$ cat src/rtl/bdsc_pkg.sv
// Constants, types and helpers of the background debug status/control bank.
// Assumes one clock (ref_clk, 250 MHz) and a synchronous active-low reset.
package bdsc_pkg;

  // ----------------------------------------------------------------
  // Register offsets and reset values
  // ----------------------------------------------------------------
  localparam logic [1:0] BDSC_OFS_SCR = 2'h0;
  localparam logic [1:0] BDSC_OFS_BKPTH = 2'h1;
  localparam logic [1:0] BDSC_OFS_BKPTL = 2'h2;
  localparam logic [1:0] BDSC_OFS_FRST = 2'h3;
  localparam logic [7:0] BDSC_SCR_RESET = 8'h00;
  localparam logic [7:0] BDSC_BKPT_RESET = 8'h00;
  localparam logic [7:0] BDSC_READ_ZERO = 8'h00;

  // ----------------------------------------------------------------
  // Field positions of the status/control register
  // ----------------------------------------------------------------
  localparam int BDSC_BIT_ENBL = 7;
  localparam int BDSC_BIT_ACT = 6;
  localparam int BDSC_BIT_BKEN = 5;
  localparam int BDSC_BIT_FTS = 4;
  localparam int BDSC_BIT_CLKSEL = 3;
  localparam int BDSC_BIT_WS = 2;
  localparam int BDSC_BIT_WSF = 1;
  localparam int BDSC_BIT_DVF = 0;
  // Bit of the force-reset register that requests a system reset
  localparam int BDSC_BIT_FRST = 0;

  // ----------------------------------------------------------------
  // Tag queue geometry (instruction queue depth of the core)
  // ----------------------------------------------------------------
  localparam int BDSC_TAGQ_DEPTH = 2;
  localparam int BDSC_TAGQ_IW = 1;

  // Background mode of the core, Gray along run -> active
  typedef enum logic {
    BDSC_RUN = 1'b0,
    BDSC_BDM = 1'b1
  } bdsc_mode_e;

  // Full 16-bit compare of the address bus against the match bytes
  function automatic logic bdsc_addr_match(input logic [15:0] addr,
                                           input logic [7:0] hi,
                                           input logic [7:0] lo);
    bdsc_addr_match = (addr == {hi, lo});
  endfunction

  // Next queue index with wrap
  function automatic logic [BDSC_TAGQ_IW-1:0] bdsc_inc(
      input logic [BDSC_TAGQ_IW-1:0] idx);
    bdsc_inc = idx + 1'b1;
  endfunction

endpackage

$ cat src/rtl/bdsc_tag_if.sv
// Carrier between the control bank and its opcode tag queue.
// Assumes both ends run on ref_clk.
`timescale 1ns/10ps
interface bdsc_tag_if;
  logic push;
  logic push_tag;
  logic pop;
  logic flush;
  logic hit;

  modport core (
    output push,
    output push_tag,
    output pop,
    output flush,
    input hit
  );

  modport queue (
    input push,
    input push_tag,
    input pop,
    input flush,
    output hit
  );
endinterface

$ cat src/rtl/bdsc_tagq.sv
// Tag bits that travel alongside opcodes in the core's instruction queue.
// Assumes push on opcode fetch, pop when the head opcode executes, and
// flush on any change of flow; the core never overfills its queue.
`timescale 1ns/10ps
module bdsc_tagq
  import bdsc_pkg::*;
(
  input wire logic ref_clk,
  input wire logic nrst,
  bdsc_tag_if.queue tq
);

  logic [BDSC_TAGQ_DEPTH-1:0] tag_q;
  logic [BDSC_TAGQ_IW-1:0] wr_q;
  logic [BDSC_TAGQ_IW-1:0] rd_q;
  logic [BDSC_TAGQ_IW:0] cnt_q;
  logic can_pop;
  logic can_push;
  logic hit_q;

  assign can_pop = tq.pop && (cnt_q != '0);
  assign can_push = tq.push &&
    ((cnt_q != (BDSC_TAGQ_IW+1)'(BDSC_TAGQ_DEPTH)) || can_pop);
  assign tq.hit = hit_q;

  // Tag storage, indexed by the write pointer
  always_ff @(posedge ref_clk) begin
    if (!nrst) begin
      tag_q <= '0;
    end else if (can_push) begin
      tag_q[wr_q] <= tq.push_tag;
    end
  end

  // Pointers; a flush throws every queued tag away unseen, except one popped in the same cycle, which still reports its hit
  always_ff @(posedge ref_clk) begin
    if (!nrst || tq.flush) begin
      wr_q <= '0;
      rd_q <= '0;
      cnt_q <= '0;
    end else begin
      if (can_push) begin
        wr_q <= bdsc_inc(wr_q);
      end
      if (can_pop) begin
        rd_q <= bdsc_inc(rd_q);
      end
      cnt_q <= cnt_q + (BDSC_TAGQ_IW+1)'(can_push)
                     - (BDSC_TAGQ_IW+1)'(can_pop);
    end
  end

  // Only an executed tagged opcode reports a hit
  always_ff @(posedge ref_clk) begin
    if (!nrst) begin
      hit_q <= 1'b0;
    end else begin
      hit_q <= can_pop && tag_q[rd_q];
    end
  end

endmodule

$ cat src/rtl/bdsc_top.sv
// Status, control and breakpoint bank of the background debug controller.
// Assumes a serial command decoder on ref_clk presents decoded register
// commands, and the core reports address bus, fetches and queue events on
// the same clock. Only the background pin comes from outside the domain.
`timescale 1ns/10ps
module bdsc_top
  import bdsc_pkg::*;
(
  input wire logic ref_clk,
  input wire logic nrst,
  input wire logic bkgd_pin,
  input wire logic cmd_valid,
  input wire logic cmd_write,
  input wire logic [1:0] cmd_addr,
  input wire logic [7:0] cmd_wdata,
  output logic rsp_valid,
  output logic [7:0] rsp_rdata,
  input wire logic [15:0] cpu_addr,
  input wire logic cpu_addr_valid,
  input wire logic cpu_opcode_fetch,
  input wire logic cpu_queue_pop,
  input wire logic cpu_queue_flush,
  input wire logic cpu_instr_boundary,
  input wire logic bgnd_cmd,
  input wire logic go_cmd,
  input wire logic wait_stop,
  input wire logic wait_stop_fail,
  input wire logic data_valid_fail,
  output logic bdm_enabled,
  output logic bdm_active,
  output logic comm_clock_select,
  output logic break_req,
  output logic tag_break,
  output logic swi_req,
  output logic force_reset
);

  // ----------------------------------------------------------------
  // State
  // ----------------------------------------------------------------
  bdsc_mode_e mode_q;
  logic enbl_q;
  logic bken_q;
  logic fts_q;
  logic clksel_q;
  logic ws_q;
  logic wsf_q;
  logic dvf_q;
  logic [7:0] bkpt_hi_q;
  logic [7:0] bkpt_lo_q;
  logic bkgd_s1_q;
  logic bkgd_s2_q;
  logic boot_q;
  logic force_pend_q;
  logic rsp_valid_q;
  logic [7:0] rsp_rdata_q;
  logic tag_break_q;
  logic swi_q;
  logic frst_q;

  logic scr_wr;
  logic hi_wr;
  logic lo_wr;
  logic frst_wr;
  logic match;
  logic force_fire;
  logic entry_req;
  logic brk_src;
  logic boot_bdm;
  logic [7:0] scr_view;

  bdsc_tag_if tag_bus ();

  bdsc_tagq u_tagq (
    .ref_clk(ref_clk),
    .nrst(nrst),
    .tq(tag_bus.queue)
  );

  // ----------------------------------------------------------------
  // Command decode
  // ----------------------------------------------------------------
  // The only write path into this bank is the serial command port; the
  // core's own bus never reaches these registers
  assign scr_wr = cmd_valid && cmd_write && (cmd_addr == BDSC_OFS_SCR);
  assign hi_wr = cmd_valid && cmd_write && (cmd_addr == BDSC_OFS_BKPTH);
  assign lo_wr = cmd_valid && cmd_write && (cmd_addr == BDSC_OFS_BKPTL);
  assign frst_wr = cmd_valid && cmd_write && (cmd_addr == BDSC_OFS_FRST);

  // ----------------------------------------------------------------
  // Breakpoint compare
  // ----------------------------------------------------------------
  // With the breakpoint disabled neither selector nor match bytes have
  // any effect
  assign match = bken_q && cpu_addr_valid &&
                 bdsc_addr_match(cpu_addr, bkpt_hi_q, bkpt_lo_q);

  // Tag mode marks the fetched opcode instead of breaking
  assign tag_bus.push = cpu_opcode_fetch;
  assign tag_bus.push_tag = match && !fts_q && cpu_opcode_fetch;
  assign tag_bus.pop = cpu_queue_pop;
  assign tag_bus.flush = cpu_queue_flush;

  // A pending force break acts at the next instruction boundary
  assign force_fire = force_pend_q && cpu_instr_boundary;
  // Breakpoint sources, as opposed to the host's background command
  assign brk_src = tag_bus.hit || force_fire;
  assign entry_req = bgnd_cmd || brk_src;

  // Strap level seen in the first cycle after reset release
  assign boot_bdm = boot_q && !bkgd_s2_q;

  // ----------------------------------------------------------------
  // Background pin synchroniser and boot capture
  // ----------------------------------------------------------------
  // Two flops before use; the pin is asynchronous to ref_clk. They keep
  // sampling under reset, so the strap level is settled at release.
  always_ff @(posedge ref_clk) begin
    bkgd_s1_q <= bkgd_pin;
    bkgd_s2_q <= bkgd_s1_q;
  end

  // Marks the first cycle after release, when the strap is sampled.
  // A constant reset avoids loading a pin level under reset.
  always_ff @(posedge ref_clk) begin
    if (!nrst) begin
      boot_q <= 1'b1;
    end else begin
      boot_q <= 1'b0;
    end
  end

  // ----------------------------------------------------------------
  // Background enable
  // ----------------------------------------------------------------
  // Write-one sets; writing zero cannot clear, only normal reset does
  always_ff @(posedge ref_clk) begin
    if (!nrst) begin
      enbl_q <= BDSC_SCR_RESET[BDSC_BIT_ENBL];
    end else if (boot_bdm) begin
      enbl_q <= 1'b1;
    end else if (scr_wr && cmd_wdata[BDSC_BIT_ENBL]) begin
      enbl_q <= 1'b1;
    end
  end

  // ----------------------------------------------------------------
  // Background mode
  // ----------------------------------------------------------------
  // Entry is refused while the enable is clear; other commands are not
  // affected by this, they never look at the enable
  always_ff @(posedge ref_clk) begin
    if (!nrst) begin
      mode_q <= BDSC_RUN;
    end else if (boot_bdm) begin
      mode_q <= BDSC_BDM;
    end else begin
      unique case (mode_q)
        BDSC_RUN: begin
          // The enable must already be set when the request arrives
          if (entry_req && enbl_q) begin
            mode_q <= BDSC_BDM;
          end
        end
        BDSC_BDM: begin
          if (go_cmd) begin
            mode_q <= BDSC_RUN;
          end
        end
      endcase
    end
  end

  // A breakpoint with background mode not enabled becomes a software
  // interrupt request instead, one pulse per refused break
  always_ff @(posedge ref_clk) begin
    if (!nrst) begin
      swi_q <= 1'b0;
    end else begin
      swi_q <= (mode_q == BDSC_RUN) && brk_src && !enbl_q;
    end
  end

  // ----------------------------------------------------------------
  // Control fields
  // ----------------------------------------------------------------
  // Breakpoint enable and selector; both zero after any reset
  always_ff @(posedge ref_clk) begin
    if (!nrst) begin
      bken_q <= BDSC_SCR_RESET[BDSC_BIT_BKEN];
      fts_q <= BDSC_SCR_RESET[BDSC_BIT_FTS];
    end else if (scr_wr) begin
      bken_q <= cmd_wdata[BDSC_BIT_BKEN];
      fts_q <= cmd_wdata[BDSC_BIT_FTS];
    end
  end

  // Clock select: zero picks the alternate clock, one the bus clock
  always_ff @(posedge ref_clk) begin
    if (!nrst) begin
      clksel_q <= BDSC_SCR_RESET[BDSC_BIT_CLKSEL];
    end else if (boot_bdm) begin
      clksel_q <= 1'b1;
    end else if (scr_wr) begin
      clksel_q <= cmd_wdata[BDSC_BIT_CLKSEL];
    end
  end

  // ----------------------------------------------------------------
  // Low status bits
  // ----------------------------------------------------------------
  // Failure flags are sticky; a control write clears them, but a new
  // failure in the same cycle wins so no event is lost
  always_ff @(posedge ref_clk) begin
    if (!nrst) begin
      ws_q <= BDSC_SCR_RESET[BDSC_BIT_WS];
      wsf_q <= BDSC_SCR_RESET[BDSC_BIT_WSF];
      dvf_q <= BDSC_SCR_RESET[BDSC_BIT_DVF];
    end else begin
      ws_q <= wait_stop;
      wsf_q <= wait_stop_fail || (wsf_q && !scr_wr);
      dvf_q <= data_valid_fail || (dvf_q && !scr_wr);
    end
  end

  // ----------------------------------------------------------------
  // Breakpoint match address
  // ----------------------------------------------------------------
  // High byte at offset 1, low byte at offset 2, both reset to zero
  always_ff @(posedge ref_clk) begin
    if (!nrst) begin
      bkpt_hi_q <= BDSC_BKPT_RESET;
      bkpt_lo_q <= BDSC_BKPT_RESET;
    end else begin
      if (hi_wr) begin
        bkpt_hi_q <= cmd_wdata;
      end
      if (lo_wr) begin
        bkpt_lo_q <= cmd_wdata;
      end
    end
  end

  // ----------------------------------------------------------------
  // Force breakpoint
  // ----------------------------------------------------------------
  // A match in force mode is held until the current instruction ends;
  // a new match on that same boundary re-arms it. Disabling the
  // breakpoint drops a pending request.
  always_ff @(posedge ref_clk) begin
    if (!nrst) begin
      force_pend_q <= 1'b0;
    end else if (!bken_q) begin
      force_pend_q <= 1'b0;
    end else if (match && fts_q) begin
      force_pend_q <= 1'b1;
    end else if (cpu_instr_boundary) begin
      force_pend_q <= 1'b0;
    end
  end

  // Tag hit reported to the core, one pulse per executed tagged opcode
  always_ff @(posedge ref_clk) begin
    if (!nrst) begin
      tag_break_q <= 1'b0;
    end else begin
      tag_break_q <= tag_bus.hit;
    end
  end

  // ----------------------------------------------------------------
  // Force-reset register
  // ----------------------------------------------------------------
  // One-cycle system reset request; nothing is stored to read back
  always_ff @(posedge ref_clk) begin
    if (!nrst) begin
      frst_q <= 1'b0;
    end else begin
      frst_q <= frst_wr && cmd_wdata[BDSC_BIT_FRST];
    end
  end

  // ----------------------------------------------------------------
  // Read response
  // ----------------------------------------------------------------
  // Active bit is pure status from the mode; host writes to it are lost
  always_comb begin
    scr_view = BDSC_SCR_RESET;
    scr_view[BDSC_BIT_ENBL] = enbl_q;
    scr_view[BDSC_BIT_ACT] = (mode_q == BDSC_BDM);
    scr_view[BDSC_BIT_BKEN] = bken_q;
    scr_view[BDSC_BIT_FTS] = fts_q;
    scr_view[BDSC_BIT_CLKSEL] = clksel_q;
    scr_view[BDSC_BIT_WS] = ws_q;
    scr_view[BDSC_BIT_WSF] = wsf_q;
    scr_view[BDSC_BIT_DVF] = dvf_q;
  end

  // Every command, read or write, gets a one-cycle answer next cycle
  always_ff @(posedge ref_clk) begin
    if (!nrst) begin
      rsp_valid_q <= 1'b0;
      rsp_rdata_q <= BDSC_READ_ZERO;
    end else begin
      rsp_valid_q <= cmd_valid;
      if (cmd_valid && !cmd_write) begin
        unique case (cmd_addr)
          BDSC_OFS_SCR: rsp_rdata_q <= scr_view;
          BDSC_OFS_BKPTH: rsp_rdata_q <= bkpt_hi_q;
          BDSC_OFS_BKPTL: rsp_rdata_q <= bkpt_lo_q;
          BDSC_OFS_FRST: rsp_rdata_q <= BDSC_READ_ZERO;
        endcase
      end else begin
        rsp_rdata_q <= BDSC_READ_ZERO;
      end
    end
  end

  // ----------------------------------------------------------------
  // Outputs, all straight from flops
  // ----------------------------------------------------------------
  assign rsp_valid = rsp_valid_q;
  assign rsp_rdata = rsp_rdata_q;
  assign bdm_enabled = enbl_q;
  assign bdm_active = (mode_q == BDSC_BDM);
  assign comm_clock_select = clksel_q;
  assign break_req = force_pend_q;
  assign tag_break = tag_break_q;
  assign swi_req = swi_q;
  assign force_reset = frst_q;

endmodule

$ cat config.mk
export PLATFORM = sky130hd
export DESIGN_NAME = bdsc_top
export DESIGN_NICKNAME = d
export VERILOG_FILES = /design/src/rtl/bdsc_pkg.sv /design/src/rtl/bdsc_tag_if.sv /design/src/rtl/bdsc_tagq.sv /design/src/rtl/bdsc_top.sv
export SDC_FILE = /design/constraint.sdc
export NUM_CORES = 1
export LEC_CHECK = 0
export BUFFER_PORTS_ARGS = -buffer_cell sky130_fd_sc_hd__clkbuf_2
export CAP_MARGIN = 20
export CORE_ASPECT_RATIO = 0.8
export CORE_MARGIN = 4
export CORE_UTILIZATION = 46
export CTS_CLUSTER_SIZE = 8
export DETAILED_ROUTE_END_ITERATION = 7
export MAX_ROUTING_LAYER = met4
export PLACE_DENSITY_LB_ADDON = 0.3
export SYNTH_ARGS = -nofsm -noshare
export SYNTH_HDL_FRONTEND = slang
export SYNTH_HIERARCHICAL = 1
export SYNTH_SLANG_ARGS = --single-unit
$ cat constraint.sdc
create_clock -name ref_clk -period 1.9 [get_ports ref_clk]
set_input_delay 0.57 -clock ref_clk [delete_from_list [all_inputs] [get_ports ref_clk]]
set_output_delay 0.57 -clock ref_clk [all_outputs]
set_load 0.05 [all_outputs]
==> impl_metrics.toml, run 1 <==
[finish]
finalInstanceArea_um2 = 2457
fill_cells = 391
area_delta_synth_final_pct = 23.06
diodes = 0
drive_gt1_frac = 0.2584
nets = 340
finish.utilization = 0.5882
fin_cells = 355

[routing]
ant_nets = 0
drtIter0Drc = 175
dr.pass1.iters = 4
met2_length_um = 2057
highest_layer = "met4"
wl_met1_um = 2306
met3WireLength_um = 373
routed-via-count = 1782
detail_route.vias_per_cell = 5.020
wl_per_cell_um = 13.48
totalWireLength_um = 4786
drcViolationCount = 0

[grt]
grt_overflow = 0
grt_max_degree = 25
grt_pass1_vias = 1676
grt_use_total = 0.1901
grt_pass1_wl_um = 7603
antenna_found_initial = 0

[setup_path]
path_class = "flop to flop"
path_max_fanout = 4
crit_required_ps = 2090
cp-end-kind = "flop"
cpMostUsedCell = "ha_1"
critPathLaunchType = "flop"
path_buf_inv = 1
worst_path_max_delay_cell = "or3b_4"
cp_slowest_stage_delay_ps = 390
arrival_ps = 1940
critical_path.cell_chain = "or3b_4 -> nand2_1 -> ha_1 -> inv_1 -> ha_1 -> xor2_1 -> and2_2 -> nor3_1"
critPathTopFamily = "simple AND/OR/NAND/NOR gates"

[sta]
finalSetupTns_ps = 0
maxSlewHeadroom = 0.7633
tightest_slew_ps = 354.2
worst_hold_slack_ps = 331.6
finalCritPeriodShare = 0.9223
fmax_mhz = 570.7
finalClockSkew_ps = 4.583
finalCriticalPeriod_ps = 1752
hold_violations = 0
drv_slew = 0
rsz0062_at_grt = "false"
setup-violations-final = 0
setup_slack_ps = 147.7

[yosys]
avgSynthCellArea_um2 = 8.498
synth_top_cell_by_area = "dfxtp_1"
syn-instance-count = 235
synth_area_leaders = "dfxtp_1 (47%), nand2_1 (8.3%), a21oi_1 (7.8%), mux2i_1 (5.5%), xor2_1 (5.3%)"
synth_seq_cells = 47
syn-num-nets = 278
synth_top_area_frac = 0.4712
netlist_area_um2 = 1997
synth_cell_type_count = 39
synth-seq-area-share = 0.4712
yosysWarnings = 6

[floorplanning]
die_width_um = 81.67
ioPinCount = 57
row_count = 21
dieArea_um2 = 5466
fp.coreArea_um2 = 4178
start_util = 0.4780
die_h_um = 66.93

[cts]
cts_hold_buf = 0
clk-insertion-delay-late_ps = 300
postCtsSetupBuffers = 0
clockBufferDepth = 2
cts.sinks = 47
cts_resized = 0
clkTransAtPathRegs_ps = 80
h-tree-depth = 2
numCtsBuffers = 5
cts_tree = "yes"
cts-root-buf = "clkbuf_8"

[power]
p_leak_nw = 1.099
p_total_mw = 1.913
p_per_area_nw_per_um2 = 778.4
ir_drop_v = 0.0004669

[placed_design]
place_inst = 347
dp_hpwl_um = 3740
gp_congestion = 0.9122
place_ws_ps = -154.1
port_buffers = 56
placed_area_um2 = 2357

[outcome]
status = "finished, final reports clean"

[flow_run]
maxCapViolations = 0

[worst_hold_path]
hold_class = "flop to flop"
-- metal layers --
| layer | GRT usage | vias up |
|---|---|---|
| met4 | 0.05394 | 0 |
| met5 | - | - |
| met3 | 0.07297 | 10 |
| met1 | 0.2414 | 809 |
| met2 | 0.2815 | 56 |
| li1 | - | 907 |
-- synthesized netlist by cell type, drive strengths merged --
cell type	number
a21oi	32
o21ai	2
nand4	1
a21bo	1
buf	6
a222oi	1
a211oi	2
inv	11
and2	5
o21a	1
o2bb2ai	2
nand2b	3
or3	1
nor3b	1
nor3	4
mux2i	11
nand3b	1
o22ai	2
nand4b	2
xor2	12
nor4	3
ha	2
and2b	1
nor2b	2
or3b	1
clkbuf	2
nor2	26
nand3	4
dfxtp	47
nand2	44
a211o	1
and3	1
-- power breakdown --
part	internal [mW]	total, mW	switching [mW]	leakage [nW]
Combinational	0.0921	0.224	0.132	0.664
Clock	0.332	0.656	0.324	0.0515
Sequential	1.01	1.03	0.0209	0.383
-- cells in the final DEF (no fill, tap or decap), types with 3 or more instances in the layout --
cell type	count
nand2b_1	3
buf_4	7
nor2_1	26
nand3_1	4
nand2_1	44
and2_1	4
clkbuf_8	7
mux2i_1	11
xor2_1	12
nor4_1	3
inv_1	11
dfxtp_1	47
clkbuf_2	56
a21oi_1	31
-- registers in the layout, summed over array words and instances, names as in the netlist, 2 cells and up --
signal,count
u_tagq/tag_q,2
bkpt_lo_q,8
rsp_rdata,8
u_tagq/cnt_q,2
bkpt_hi_q,8
-- path summary, 6_finish.rpt --
| kind | slack (ps) | depth (start not counted) | endpoint | from |
|---|---|---|---|---|
| hold reg to reg | 330 | 0 | bkgd_s2_q$_DFF_P_ | bkgd_s1_q$_DFF_P_ |
| setup reg to reg | 150 | 8 | u_tagq/cnt_q[1]$_SDFF_PP0_ | u_tagq/cnt_q[1]$_SDFF_PP0_ |
| setup / recovery | 150 | 8 | u_tagq/cnt_q[1]$_SDFF_PP0_ | u_tagq/cnt_q[1]$_SDFF_PP0_ |
| hold / removal | 330 | 0 | bkgd_s2_q$_DFF_P_ | bkgd_s1_q$_DFF_P_ |
-- worst reg2reg max path, stage by stage (launching register included) --
cell	delay, ps
dfxtp_1	370
or3b_4	390
nand2_1	80
ha_1	220
inv_1	60
ha_1	160
xor2_1	170
and2_2	160
nor3_1	30
-- cells by family after synthesis --
family          Yosys count  share of synthesized area
simple gates            100                     0.2356
flops                    47                     0.4712
compound gates           44                     0.1303
buf+inv                  19                    0.04261
xor+xnor                 12                    0.05263
mux                      11                    0.05514
fa+ha+maj                 2                    0.01253
-- cell type report --
class	instances	area (um2)	area share
sequential	47	940.9	0.3829
timing repair buffer	63	332.8	0.1354
tap	57	71.32	0.02902
clock buffer	8	100.1	0.04073
inverter	11	41.29	0.01680
multi-input combinational	169	970.9	0.3951
Note: power is estimated with default switching activity, not from simulation.
==> inputs of run 2 (changes only) <==
--- a/config.mk
+++ b/config.mk
@@ -7,13 +7,13 @@
 export LEC_CHECK = 0
 export BUFFER_PORTS_ARGS = -buffer_cell sky130_fd_sc_hd__clkbuf_2
 export CAP_MARGIN = 20
-export CORE_ASPECT_RATIO = 0.8
 export CORE_MARGIN = 4
 export CORE_UTILIZATION = 46
 export CTS_CLUSTER_SIZE = 8
 export DETAILED_ROUTE_END_ITERATION = 7
 export MAX_ROUTING_LAYER = met4
-export PLACE_DENSITY_LB_ADDON = 0.3
+export PLACE_DENSITY = 0.75
+export SLEW_MARGIN = 20
 export SYNTH_ARGS = -nofsm -noshare
 export SYNTH_HDL_FRONTEND = slang
 export SYNTH_HIERARCHICAL = 1
==> impl_metrics.toml, run 2 (synthesis gave the netlist of run 1 again) <==
[outcome]
status = "finished, final reports clean"

[finish]
most-common-layout-cells = "clkbuf_2 (56), dfxtp_1 (47), nand2_1 (44)"
nets = 341
fin_cells = 347
drive_gt1_frac = 0.2559
final_common_cell = "clkbuf_2"
diodes = 0
area_delta_synth_final_pct = 21.62
fill_cells = 398

[cts]
clockBufferDepth = 2
postCtsSetupBuffers = 0
h-tree-depth = 2
cts_resized = 0
clk-insertion-delay-late_ps = 300
clkTransAtPathRegs_ps = 80
cts-root-buf = "clkbuf_8"
cts_hold_buf = 0
numCtsBuffers = 5
cts.sinks = 47
cts_tree = "yes"

[sta]
setup-violations-final = 0
finalCriticalPeriod_ps = 1731
tightest_slew_ps = 349.6
hold_violations = 0
finalClockSkew_ps = 6.455
finalSetupTns_ps = 0
fmax_mhz = 577.7
maxSlewHeadroom = 0.7648
drv_slew = 0
finalCritPeriodShare = 0.9111
rsz0062_at_grt = "false"
setup_slack_ps = 168.9

[grt]
grt_max_degree = 25
grt_pass1_vias = 1654
grt_use_total = 0.1923
grt_overflow = 0
antenna_found_initial = 0
grt_pass1_wl_um = 7638

[setup_path]
path_class = "flop to flop"
cp-end-kind = "flop"
path_max_fanout = 4
r2r-end = "u_tagq/cnt_q[1]$_SDFF_PP0_"
critPathLaunchType = "flop"
reg2reg_slack_ps = 170
rr_worst_depth = 8
arrival_ps = 1920
crit_start = "u_tagq/cnt_q[1]$_SDFF_PP0_"
crit_required_ps = 2090
timing.rr.start = "u_tagq/cnt_q[1]$_SDFF_PP0_"

[floorplanning]
die_h_um = 73.89
start_util = 0.4887
ioPinCount = 57
row_count = 23
fp.coreArea_um2 = 4086
die_width_um = 73.89
dieArea_um2 = 5459

[routing]
drtIter0Drc = 57
ant_nets = 0
wl_per_cell_um = 13.72
routed-via-count = 1794
detail_route.vias_per_cell = 5.170
drcViolationCount = 0
dr.pass1.iters = 4
totalWireLength_um = 4762

[placed_design]
port_buffers = 56
gp_congestion = 0.8762
place_inst = 341
dp_hpwl_um = 3672
place_ws_ps = -123.3

[flow_run]
maxCapViolations = 0

[worst_hold_path]
hold_depth = 0
min_to = "bkgd_s2_q$_DFF_P_"
hold_class = "flop to flop"
min-delay-start = "bkgd_s1_q$_DFF_P_"

[power]
ir_drop_v = 0.0004043
p_per_area_nw_per_um2 = 743.1
p_total_mw = 1.805
p_leak_nw = 1.088
run 2: routing by layer:
metal | global-route usage | part of all wire | wire length (um)
met5 | - | 0 | 0
met4 | 0.07042 | 0.015 | 71
met3 | 0.04788 | 0.083 | 395
met2 | 0.3031 | 0.47 | 2249
met1 | 0.2372 | 0.43 | 2046
run 2: layout make-up:
cell class / count / area [um2] / share of cell area
sequential: 47 / 940.9 / 0.3874
timing repair buffer: 64 / 340.3 / 0.1401
inverter: 11 / 41.29 / 0.01700
clock buffer: 6 / 72.57 / 0.02988
tap: 50 / 62.56 / 0.02576
multi-input combinational: 169 / 970.9 / 0.3998
run 2: worst max-delay path by stage:
stage | to | slack [ps]
detailed placement | u_tagq/cnt_q[1]$_SDFF_PP0_ | -120
CTS | u_tagq/cnt_q[1]$_SDFF_PP0_ | 160
finish | u_tagq/cnt_q[1]$_SDFF_PP0_ | 170
floorplan | u_tagq/cnt_q[1]$_SDFF_PP0_ | 20
global placement | u_tagq/cnt_q[1]$_SDFF_PP0_ | -80
global route | u_tagq/cnt_q[1]$_SDFF_PP0_ | 20
run 2: report_power, final:
group / switching (mW) / total (mW) / leakage, nW / internal, mW
sequential: 0.0216 / 1.03 / 0.383 / 1.01
clock: 0.302 / 0.548 / 0.0371 / 0.245
combinational: 0.132 / 0.224 / 0.668 / 0.0925
total: 0.455 / 1.80 / 1.09 / 1.35
run 2: stage by stage:
step                  util  area [um2]  hold slack (ps)
finish              0.5943        2429            332.2
global route        0.5943        2429            354.2
CTS                 0.5943        2429            336.7
detailed placement  0.5765        2356            318.4
global placement    0.5765        2356            310.8
floorplan                -        1997            309.6
run 2: worst max-delay path, cell delays in order (launching register included):
cell,delay (ps)
dfxtp_1,370
or3b_4,390
nand2_1,80
ha_1,220
inv_1,60
ha_1,150
xor2_1,170
and2_2,160
nor3_1,30
